### config.mk
export PLATFORM = sky130hd
export DESIGN_NAME = pwmdc_top
export DESIGN_NICKNAME = d
export VERILOG_FILES = /design/src/inc/pwmdc_pkg.sv /design/src/logic/pwmdc_top.sv
export VERILOG_INCLUDE_DIRS = /design/src /design/src/inc
export SDC_FILE = /design/constraint.sdc
export NUM_CORES = 1
export LEC_CHECK = 0
export ABC_AREA = 0
export BUFFER_PORTS_ARGS = -buffer_cell sky130_fd_sc_hd__buf_2
export CORE_AREA = 2 2 244 246
export DETAILED_ROUTE_END_ITERATION = 6
export DIE_AREA = 0 0 246 248
export GPL_TIMING_DRIVEN = 0
export MAX_ROUTING_LAYER = met4
export PLACE_DENSITY = 0.71
export SLEW_MARGIN = 10
export SYNTH_ARGS = -nofsm -noshare
export SYNTH_HDL_FRONTEND = slang
export SYNTH_SLANG_ARGS = --single-unit
### constraint.sdc
create_clock -name ref_clk -period 3.9 [get_ports ref_clk]
set_input_delay 0 -clock ref_clk [delete_from_list [all_inputs] [get_ports ref_clk]]
set_output_delay 0 -clock ref_clk [all_outputs]
set_load 0.01 [all_outputs]
### src/inc/pwmdc_regs.svh
// Register map, field positions, reset values and timing figures of the PWM duty/dead-time block
// What the document requires of this block and its software
// RULE1 - Period timing steps one time-base count
// RULE2 - Per-generator duty registers plus shared master duty
// RULE3 - Generator may take duty from master register
// RULE4 - Compare against 13-bit time-base counters
// RULE5 - Active while count <= upper 13 duty bits
// RULE6 - Low three duty bits go to fine adjust
// RULE7 - Duty writes anytime; optional hold until rollover
// RULE8 - Complementary mode: true and inverted outputs
// RULE9 - Complementary except push-pull and independent modes
// RULE10 - Independent mode copies active signal to both
// RULE11 - Software keeps duty within 0x0008..0xFFEF
// RULE12 - Duty 0x0000 always low, 0xFFFF always high
// RULE13 - Assertion waits dead time after complement deasserts
// RULE14 - Dead time available in every output mode; here negative dead time acts only in complementary mode
// RULE15 - Negative dead time forces high/low overlap
// RULE16 - Two-bit field per generator selects dead time
// RULE17 - Twelve-bit down counters fed by edge detectors; counters here are 11 bits, loaded from dead time bits 11:1
// RULE18 - Edge holds its output transition until zero
// RULE19 - Dual mode applies alternate value to complement
// RULE20 - Dead-time steps on fast clock; LSB fine
// RULE21 - Software keeps on/off times over 3x dead
// RULE22 - Period match restarts time bases with phases
// RULE23 - Disabled dead time passes signals undelayed
// RULE24 - Every detected edge reloads its dead-time counter
`ifndef PWMDC_REGS_SVH
`define PWMDC_REGS_SVH

// Byte offsets on the register bus
`define PWMDC_MASTER_DUTY_OFS 8'h00
`define PWMDC_GEN_DUTY_OFS 8'h10
`define PWMDC_DEAD_TIME_OFS 8'h20
`define PWMDC_ALT_DEAD_TIME_OFS 8'h30
`define PWMDC_GEN_CTRL_OFS 8'h40
`define PWMDC_GLOBAL_CTRL_OFS 8'h50
`define PWMDC_STATUS_OFS 8'h54

// Generator control register fields
`define PWMDC_CTRL_DTC_LSB 0
`define PWMDC_CTRL_USE_MASTER_BIT 2
`define PWMDC_CTRL_INDEP_BIT 3
// Global control register field
`define PWMDC_GLOBAL_HOLD_BIT 0
// Status register field positions
`define PWMDC_STAT_CMP_LSB 0
`define PWMDC_STAT_HIGH_LSB 8
`define PWMDC_STAT_LOW_LSB 16

// Reset values and the full-scale duty
`define PWMDC_DUTY_RST 16'h0000
`define PWMDC_DT_RST 12'h000
`define PWMDC_CTRL_RST 4'h0
`define PWMDC_DUTY_FULL 16'hFFFF

// Timing figures: one time-base count and one dead-time step, in picoseconds
`define PWMDC_TB_STEP_PS 8400
`define PWMDC_DT_STEP_PS 4160

`endif

### src/inc/pwmdc_pkg.sv
// Shared types of the PWM duty/dead-time block
`default_nettype none
package pwmdc_pkg;
   // Dead-time behaviour per generator
   typedef enum logic [1:0] {
      PWMDC_DT_POSITIVE = 2'h0,
      PWMDC_DT_NEGATIVE = 2'h1,
      PWMDC_DT_DUAL = 2'h3,
      PWMDC_DT_OFF = 2'h2
   } pwmdc_dtc_t;

   typedef logic [15:0] pwmdc_duty_t;
   typedef logic [11:0] pwmdc_dt_t;
   typedef logic [12:0] pwmdc_tb_t;
endpackage
`default_nettype wire

### src/logic/pwmdc_top.sv
// Duty compare, output steering and dead-time insertion for up to four PWM generators
`default_nettype none
`include "pwmdc_regs.svh"

module pwmdc_top #(
   parameter int NGEN = 4
) (
   input wire logic ref_clk, // Fast time-base clock
   input wire logic rst_n, // Asynchronous reset, active low
   input wire logic [NGEN*13-1:0] tb_count, // Individual time-base counts, generator 0 lowest
   input wire logic primary_time_count_rollover, // One-cycle pulse on primary period match
   input wire logic [7:0] avs_address, // Byte address
   input wire logic avs_read, // Read request
   input wire logic avs_write, // Write request
   input wire logic [31:0] avs_writedata, // Write data
   input wire logic [3:0] avs_byteenable, // Byte lanes
   output logic [31:0] avs_readdata, // Read data
   output logic avs_waitrequest, // Stall, low on the answering cycle
   output logic [NGEN-1:0] high_side_output, // High-side gate drive
   output logic [NGEN-1:0] low_side_output, // Low-side gate drive
   output logic [NGEN*3-1:0] duty_fine_adj, // Duty LSBs to the fine-adjust stage
   output logic [NGEN-1:0] dead_time_fine_adj // Dead-time LSB to the fine-adjust stage
);

   // Whole state of the block in one record
   typedef struct packed {
      logic [15:0] master_shadow;
      logic [15:0] master_active;
      logic [NGEN-1:0][15:0] gen_shadow;
      logic [NGEN-1:0][15:0] gen_active;
      logic [NGEN-1:0][11:0] dead_time_value;
      logic [NGEN-1:0][11:0] alternate_dead_time_value;
      logic [NGEN-1:0][3:0] gen_ctrl;
      logic hold_to_rollover;
      logic [NGEN-1:0] cmp;
      logic [NGEN-1:0][10:0] cnt_rise;
      logic [NGEN-1:0][10:0] cnt_fall;
      logic [NGEN-1:0] hs;
      logic [NGEN-1:0] ls;
      logic [NGEN-1:0][2:0] fine;
      logic [NGEN-1:0] dt_fine;
      logic wait_r;
      logic [31:0] rdata;
   } pwmdc_state_t;

   pwmdc_state_t s_r;
   pwmdc_state_t s_nxt;

   // Byte-lane merge for 16-bit and 12-bit fields
   function automatic logic [15:0] pwmdc_merge16(input logic [15:0] old_v,
                                                 input logic [31:0] wd,
                                                 input logic [3:0] be);
      logic [15:0] v;
      v = old_v;
      if (be[0]) begin
         v[7:0] = wd[7:0];
      end
      if (be[1]) begin
         v[15:8] = wd[15:8];
      end
      return v;
   endfunction

   // Read mux: unmapped offsets read as zero
   function automatic logic [31:0] pwmdc_read(input pwmdc_state_t s, input logic [7:0] a);
      logic [31:0] d;
      d = 32'h0000_0000;
      if (a == `PWMDC_MASTER_DUTY_OFS) begin
         d[15:0] = s.master_shadow;
      end
      if (a == `PWMDC_GLOBAL_CTRL_OFS) begin
         d[`PWMDC_GLOBAL_HOLD_BIT] = s.hold_to_rollover;
      end
      if (a == `PWMDC_STATUS_OFS) begin
         d[`PWMDC_STAT_CMP_LSB +: NGEN] = s.cmp;
         d[`PWMDC_STAT_HIGH_LSB +: NGEN] = s.hs;
         d[`PWMDC_STAT_LOW_LSB +: NGEN] = s.ls;
      end
      for (int g = 0; g < NGEN; g++) begin
         if (a == `PWMDC_GEN_DUTY_OFS + 8'(4 * g)) begin
            d[15:0] = s.gen_shadow[g];
         end
         if (a == `PWMDC_DEAD_TIME_OFS + 8'(4 * g)) begin
            d[11:0] = s.dead_time_value[g];
         end
         if (a == `PWMDC_ALT_DEAD_TIME_OFS + 8'(4 * g)) begin
            d[11:0] = s.alternate_dead_time_value[g];
         end
         if (a == `PWMDC_GEN_CTRL_OFS + 8'(4 * g)) begin
            d[3:0] = s.gen_ctrl[g];
         end
      end
      return d;
   endfunction

   // Next-state logic for the bus slave, duty update and the output pairs
   always_comb begin
      logic wr_now;
      logic [15:0] duty;
      logic [12:0] count;
      logic new_cmp;
      logic rise;
      logic fall;
      logic [1:0] dtc;
      logic indep;
      logic rise_pend;
      logic fall_pend;
      logic [10:0] fall_load;
      logic hs_v;
      logic ls_v;
      wr_now = 1'b0;
      duty = 16'h0000;
      count = 13'h0000;
      new_cmp = 1'b0;
      rise = 1'b0;
      fall = 1'b0;
      dtc = 2'h0;
      indep = 1'b0;
      rise_pend = 1'b0;
      fall_pend = 1'b0;
      fall_load = 11'h000;
      hs_v = 1'b0;
      ls_v = 1'b0;
      s_nxt = s_r;

      // Bus handshake: one stall cycle, then the answer; read data is caught while stalling
      if (s_r.wait_r && (avs_read || avs_write)) begin
         s_nxt.wait_r = 1'b0;
         s_nxt.rdata = pwmdc_read(s_r, avs_address);
      end else begin
         s_nxt.wait_r = 1'b1;
      end
      wr_now = avs_write && !s_r.wait_r;

      // Register writes, accepted at any time; shadows take the value at once [RULE7]
      if (wr_now) begin
         if (avs_address == `PWMDC_MASTER_DUTY_OFS) begin
            s_nxt.master_shadow = pwmdc_merge16(s_r.master_shadow, avs_writedata,
                                                avs_byteenable); // [RULE2]
         end
         if (avs_address == `PWMDC_GLOBAL_CTRL_OFS && avs_byteenable[0]) begin
            s_nxt.hold_to_rollover = avs_writedata[`PWMDC_GLOBAL_HOLD_BIT];
         end
         for (int g = 0; g < NGEN; g++) begin
            if (avs_address == `PWMDC_GEN_DUTY_OFS + 8'(4 * g)) begin
               s_nxt.gen_shadow[g] = pwmdc_merge16(s_r.gen_shadow[g], avs_writedata,
                                                   avs_byteenable); // [RULE2]
            end
            if (avs_address == `PWMDC_DEAD_TIME_OFS + 8'(4 * g)) begin
               s_nxt.dead_time_value[g] = 12'(pwmdc_merge16({4'h0, s_r.dead_time_value[g]},
                                                            avs_writedata, avs_byteenable));
            end
            if (avs_address == `PWMDC_ALT_DEAD_TIME_OFS + 8'(4 * g)) begin
               s_nxt.alternate_dead_time_value[g] =
                  12'(pwmdc_merge16({4'h0, s_r.alternate_dead_time_value[g]},
                                    avs_writedata, avs_byteenable));
            end
            if (avs_address == `PWMDC_GEN_CTRL_OFS + 8'(4 * g) && avs_byteenable[0]) begin
               s_nxt.gen_ctrl[g] = avs_writedata[3:0]; // [RULE16]
            end
         end
      end

      // Active duty follows the shadow directly, or only at a primary rollover when held
      if (!s_r.hold_to_rollover || primary_time_count_rollover) begin // [RULE22]
         s_nxt.master_active = s_nxt.master_shadow; // [RULE7]
         s_nxt.gen_active = s_nxt.gen_shadow; // [RULE7]
      end

      // Per-generator compare, edge detect, dead-time counters and pin steering
      for (int g = 0; g < NGEN; g++) begin
         // Master duty replaces the generator's own register when selected
         duty = s_r.gen_ctrl[g][`PWMDC_CTRL_USE_MASTER_BIT] ? s_r.master_active
                                                          : s_r.gen_active[g]; // [RULE3]
         count = tb_count[g*13 +: 13]; // [RULE4] [RULE1]
         // Zero coarse duty is forced low and full scale forced high, so the ends never glitch
         if (duty == `PWMDC_DUTY_FULL) begin
            new_cmp = 1'b1; // [RULE12]
         end else if (duty[15:3] == 13'h0000) begin
            new_cmp = 1'b0; // [RULE12]
         end else begin
            new_cmp = (count <= duty[15:3]); // [RULE5]
         end
         s_nxt.cmp[g] = new_cmp;
         s_nxt.fine[g] = duty[2:0]; // [RULE6]
         s_nxt.dt_fine[g] = s_r.dead_time_value[g][0]; // [RULE20]

         dtc = s_r.gen_ctrl[g][`PWMDC_CTRL_DTC_LSB +: 2];
         indep = s_r.gen_ctrl[g][`PWMDC_CTRL_INDEP_BIT];
         rise = new_cmp && !s_r.cmp[g]; // [RULE17]
         fall = !new_cmp && s_r.cmp[g]; // [RULE17]
         fall_load = (dtc == 2'(pwmdc_pkg::PWMDC_DT_DUAL))
                   ? s_r.alternate_dead_time_value[g][11:1]
                   : s_r.dead_time_value[g][11:1]; // [RULE19]

         // Counters step at the fast clock; an edge reloads even if a count is running
         if (rise) begin
            s_nxt.cnt_rise[g] = s_r.dead_time_value[g][11:1]; // [RULE24] [RULE20]
         end else if (s_r.cnt_rise[g] != 11'h000) begin
            s_nxt.cnt_rise[g] = s_r.cnt_rise[g] - 11'h001; // [RULE17]
         end
         if (fall) begin
            s_nxt.cnt_fall[g] = fall_load; // [RULE24]
         end else if (s_r.cnt_fall[g] != 11'h000) begin
            s_nxt.cnt_fall[g] = s_r.cnt_fall[g] - 11'h001; // [RULE17]
         end
         rise_pend = (s_nxt.cnt_rise[g] != 11'h000); // [RULE18]
         fall_pend = (s_nxt.cnt_fall[g] != 11'h000); // [RULE18]

         // Base pair: copy in independent mode, true and inverse otherwise
         if (indep) begin
            hs_v = new_cmp; // [RULE10] [RULE9]
            ls_v = new_cmp; // [RULE10]
         end else begin
            hs_v = new_cmp; // [RULE8]
            ls_v = !new_cmp; // [RULE8]
         end

         // Positive and dual shaping apply in either output mode, negative shaping only in complementary mode
         case (dtc)
            2'(pwmdc_pkg::PWMDC_DT_OFF): begin
               s_nxt.hs[g] = hs_v; // [RULE23]
               s_nxt.ls[g] = ls_v; // [RULE23]
            end
            2'(pwmdc_pkg::PWMDC_DT_NEGATIVE): begin
               // Each side is stretched past the other's turn-on, giving forced overlap
               s_nxt.hs[g] = hs_v || (!indep && fall_pend); // [RULE15]
               s_nxt.ls[g] = ls_v || (!indep && rise_pend); // [RULE15]
            end
            2'(pwmdc_pkg::PWMDC_DT_POSITIVE), 2'(pwmdc_pkg::PWMDC_DT_DUAL): begin
               // Rising edge holds back the high side, falling edge the low side; in independent mode the rising edge holds both
               s_nxt.hs[g] = hs_v && !rise_pend; // [RULE13] [RULE18] [RULE14]
               s_nxt.ls[g] = ls_v && !(indep ? rise_pend : fall_pend); // [RULE13] [RULE14]
            end
            default: begin
               s_nxt.hs[g] = 1'b0;
               s_nxt.ls[g] = 1'b0;
            end
         endcase
      end
   end

   // One register stage for all state; async reset loads constants only
   always_ff @(posedge ref_clk or negedge rst_n) begin
      if (!rst_n) begin
         s_r.master_shadow <= `PWMDC_DUTY_RST;
         s_r.master_active <= `PWMDC_DUTY_RST;
         s_r.hold_to_rollover <= 1'b0;
         s_r.wait_r <= 1'b1;
         s_r.rdata <= 32'h0000_0000;
         for (int g = 0; g < NGEN; g++) begin
            s_r.gen_shadow[g] <= `PWMDC_DUTY_RST;
            s_r.gen_active[g] <= `PWMDC_DUTY_RST;
            s_r.dead_time_value[g] <= `PWMDC_DT_RST;
            s_r.alternate_dead_time_value[g] <= `PWMDC_DT_RST;
            s_r.gen_ctrl[g] <= `PWMDC_CTRL_RST;
            s_r.cnt_rise[g] <= 11'h000;
            s_r.cnt_fall[g] <= 11'h000;
            s_r.fine[g] <= 3'h0;
         end
         s_r.cmp <= '0;
         s_r.hs <= '0;
         s_r.ls <= '0;
         s_r.dt_fine <= '0;
      end else begin
         s_r <= s_nxt;
      end
   end

   // Outputs taken straight from the state register
   assign avs_readdata = s_r.rdata;
   assign avs_waitrequest = s_r.wait_r;
   assign high_side_output = s_r.hs;
   assign low_side_output = s_r.ls;
   assign duty_fine_adj = s_r.fine;
   assign dead_time_fine_adj = s_r.dt_fine;

endmodule
`default_nettype wire

==> impl_metrics.yaml <==
yosys:
  synthFlopType: "dfrtp_1"
  synth_area_leader_cell: "dfrtp_1"
  synth_area_um2: 23200
  yosysUniqueCellTypes: 90
  synth-edff-count: 0
  netlist_top_cells_area: "dfrtp_1 44%, mux2_2 15%, mux2i_1 4.0%, ha_1 3.9%, nand2_1 2.9%"
  ys_ff_latch: 410
  yosysSeqAreaShare_pct: 44.2
  yosysTopAreaCellShare_pct: 44.1
  synthArstFlopShare_pct: 100
  synth_warnings: 0
  avgSynthCellArea_um2: 10.4
  netlist_instances: 2225
sta:
  slew_violations: 0
  worstMarginPinSlew_ns: 1.07
  finClkSkew_ns: 0.0256
  fin_crit_sh_pct: 95.9
  timing.fmax_mhz: 267
  timing.slew.headroom_pct: 29.0
  finalHoldViolCount: 0
  post-route-min-period_ns: 3.74
  setup_viol: 0
  finalSetupTns_ns: 0
power:
  swShare_pct: 31.2
  p_sw_uw: 4170
  p_comb_share_pct: 23.4
  leakage_uw: 0.0124
  p_int_uw: 9180
  seqPwrFrac_pct: 40.3
  cellPowerDensity_nw_per_um2: 494
  max-vdd-ir-drop_uv: 352
  p_clk_share_pct: 36.3
cells_and_area:
  final_cell_area_um2: 27000
  syn2layout_area_growth_pct: 16.4
  drive_above_1_share_pct: 26.4
  layout_commonest_cell: "dfrtp_1"
  stdcell_count: 3242
  final_cell_mix: "409 x dfrtp_1, 318 x mux2_2, 182 x nand2_1"
  nNetsFinal: 2604
  fin_util_pct: 46.2
worst_setup_path:
  crit_chain: "buf_2, clkbuf_4, buf_6, mux2i_1, ha_1, nand4_1, or2_2, a221oi_4, nor4_4, buf_4, or3b_1, clkbuf_1, mux2i_1, nor3_1, a211o_1"
  cp.required_ns: 4.35
  critPathLaunchType: "flip-flop"
  crit_type: "reg2reg"
  critPathMaxStageDelay_ns: 0.37
  critPathArrivalTime_ns: 4.19
  crit_path_max_fanout: 10
  endpoint_kind: "flip-flop"
  critical-path-slowest-cell: "or2_2"
  crit_top_cell: "mux2i_1"
clock_tree:
  root_buffer: "clkbuf_16"
  cts_tree: "yes"
  clk_latency_ns: 0.59
  cts.htree.levels: 2
  cts.sinks: 410
  cts_buffers: 43
  cts.clk_slew.worst_paths_ns: 0.07
  clockBufferDepth: 3
floorplanning:
  die_h_um: 248
  initial_core_util_pct: 39.7
  core_area_um2: 58500
  pin_count: 158
  dieArea_um2: 61000
  die_w_um: 246
  rows: 89
status:
  status: "complete, but fails checks"
  violations: "DRC"
global_routing:
  grt_max_degree: 101
  grt_use_total_pct: 26.0
  grt_pass1_vias: 19300
  grt_overflow: 0
  grt_first_pass_wirelength_mm: 118
  grt_antenna_before_repair: 4
placed_design:
  dp_cells: 3138
  place_area_um2: 25000
  place_congestion: 0.975
  io_buffers: 125
  dpl.hpwl_mm: 57.9
drt:
  avgViaCountPerCell: 5.96
  wl_met2_mm: 36.4
  antenna_left: 0
  drt-met1-wl_mm: 32.0
  drcViolationCount: 1
  wirelength_mm: 77.7
  dr_total_vias: 19300
  highest_layer: "met4"
  firstDrtPassIters: 7
  wl_per_cell_um: 24.0
  dr_wl_met3_mm: 5.68
  drt-initial-drc-count: 1995
min_path:
  hp-class: "in2reg"
job:
  timing.max_cap.violations: 0
## through the flow
step | hold WS (ns) | power, uW | setup WS [ns]
2_1_floorplan | -0.296 | 7540 | 0.226
3_3_place_gp | 0.308 | 8310 | -5.13
3_5_place_dp | -0.108 | 8460 | -0.783
4_1_cts | 0.0854 | 13300 | 0.00255
5_1_grt | 0.195 | 14000 | -0.0182
6_report | 0.119 | 13400 | 0.159
## Yosys cell counts, types with 49 or more instances
cell type / count
dfrtp_1: 409
mux2_2: 318
nand2_1: 182
nor2_1: 144
a21oi_1: 105
mux2i_1: 92
clkbuf_1: 88
o21ai_0: 77
ha_1: 72
nor3_1: 58
buf_4: 56
inv_1: 51
nand3_1: 49
## flip-flops by register name, indices dropped and copies added (netlist names)
signal / count
low_side_output: 4
avs_readdata: 20
s_r: 361
duty_fine_adj: 12
high_side_output: 4
avs_waitrequest: 1
dead_time_fine_adj: 4
s_nxt: 4
## worst max-delay path, delay by kind of cell, from the launching register on
family	cells	cell delay, ns
AOI/OAI and AO/OA	2	0.56
adders and majority gates	1	0.35
buffers and inverters	5	1.03
DFF	1	0.32
muxes	2	0.35
and+or+nand+nor	5	0.99
## cell type report
type,count,area (um2)
diodes,3,7.51
plain buffers,163,892
clock buffers,58,1230
clock inverters,22,437
fillers,5329,31400
inverters,51,191
multi-input cells,1608,12000
flip-flops and latches,410,10300
well taps,773,967
repair buffers,154,1000
## final timing paths
path | cells past startpoint | slack, ns | to | startpoint
max | 15 | 0.16 | low_side_output[2] | s_r[160]
min | 5 | 0.12 | avs_readdata[5] | avs_address[2]
max reg2reg | 15 | 0.16 | low_side_output[2] | s_r[160]
min reg2reg | 2 | 0.48 | avs_readdata[16] | avs_readdata[16]
max in group asynchronous | 5 | 2.37 | s_r[69] | rst_n
min in group asynchronous | 4 | 0.52 | s_r[140] | rst_n
## layer usage
metal / track usage [%] / vias up
li1: - / 8563
met1: 32.6 / 9636
met2: 40.9 / 889
met3: 4.58 / 226
met4: 11.7 / 0
met5: - / -
## power by group through the flow
stage,Clock (uW),Sequential [uW],Combinational (uW)
6_report,4840,5390,3120
5_1_grt,5060,5460,3480
4_1_cts,4870,5360,3080
3_5_place_dp,0,5430,3040
3_3_place_gp,0,5400,2910
2_1_floorplan,0,5250,2290
## timing repair
action	in CTS	in global routing
pin swaps	0	2
hold buffers	23	0
buffers inserted	0	2
resized for setup	15	18
endpoints found under the setup margin	92	36
hold endpoints to repair	333	0
## cell families after synthesis
| logic type | count (synthesis) | synth area share [%] |
|---|---|---|
| buffers and inverters | 218 | 4.59 |
| XOR/XNOR | 46 | 1.74 |
| multiplexers | 411 | 19.4 |
| other | 1 | 0.0162 |
| AND/OR/NAND/NOR | 657 | 14.5 |
| flip-flops | 410 | 44.2 |
| AO/OA/AOI/OAI | 410 | 11.7 |
| adder cells (fa/ha/maj) | 72 | 3.88 |
Power figures use the tool's default switching activity.
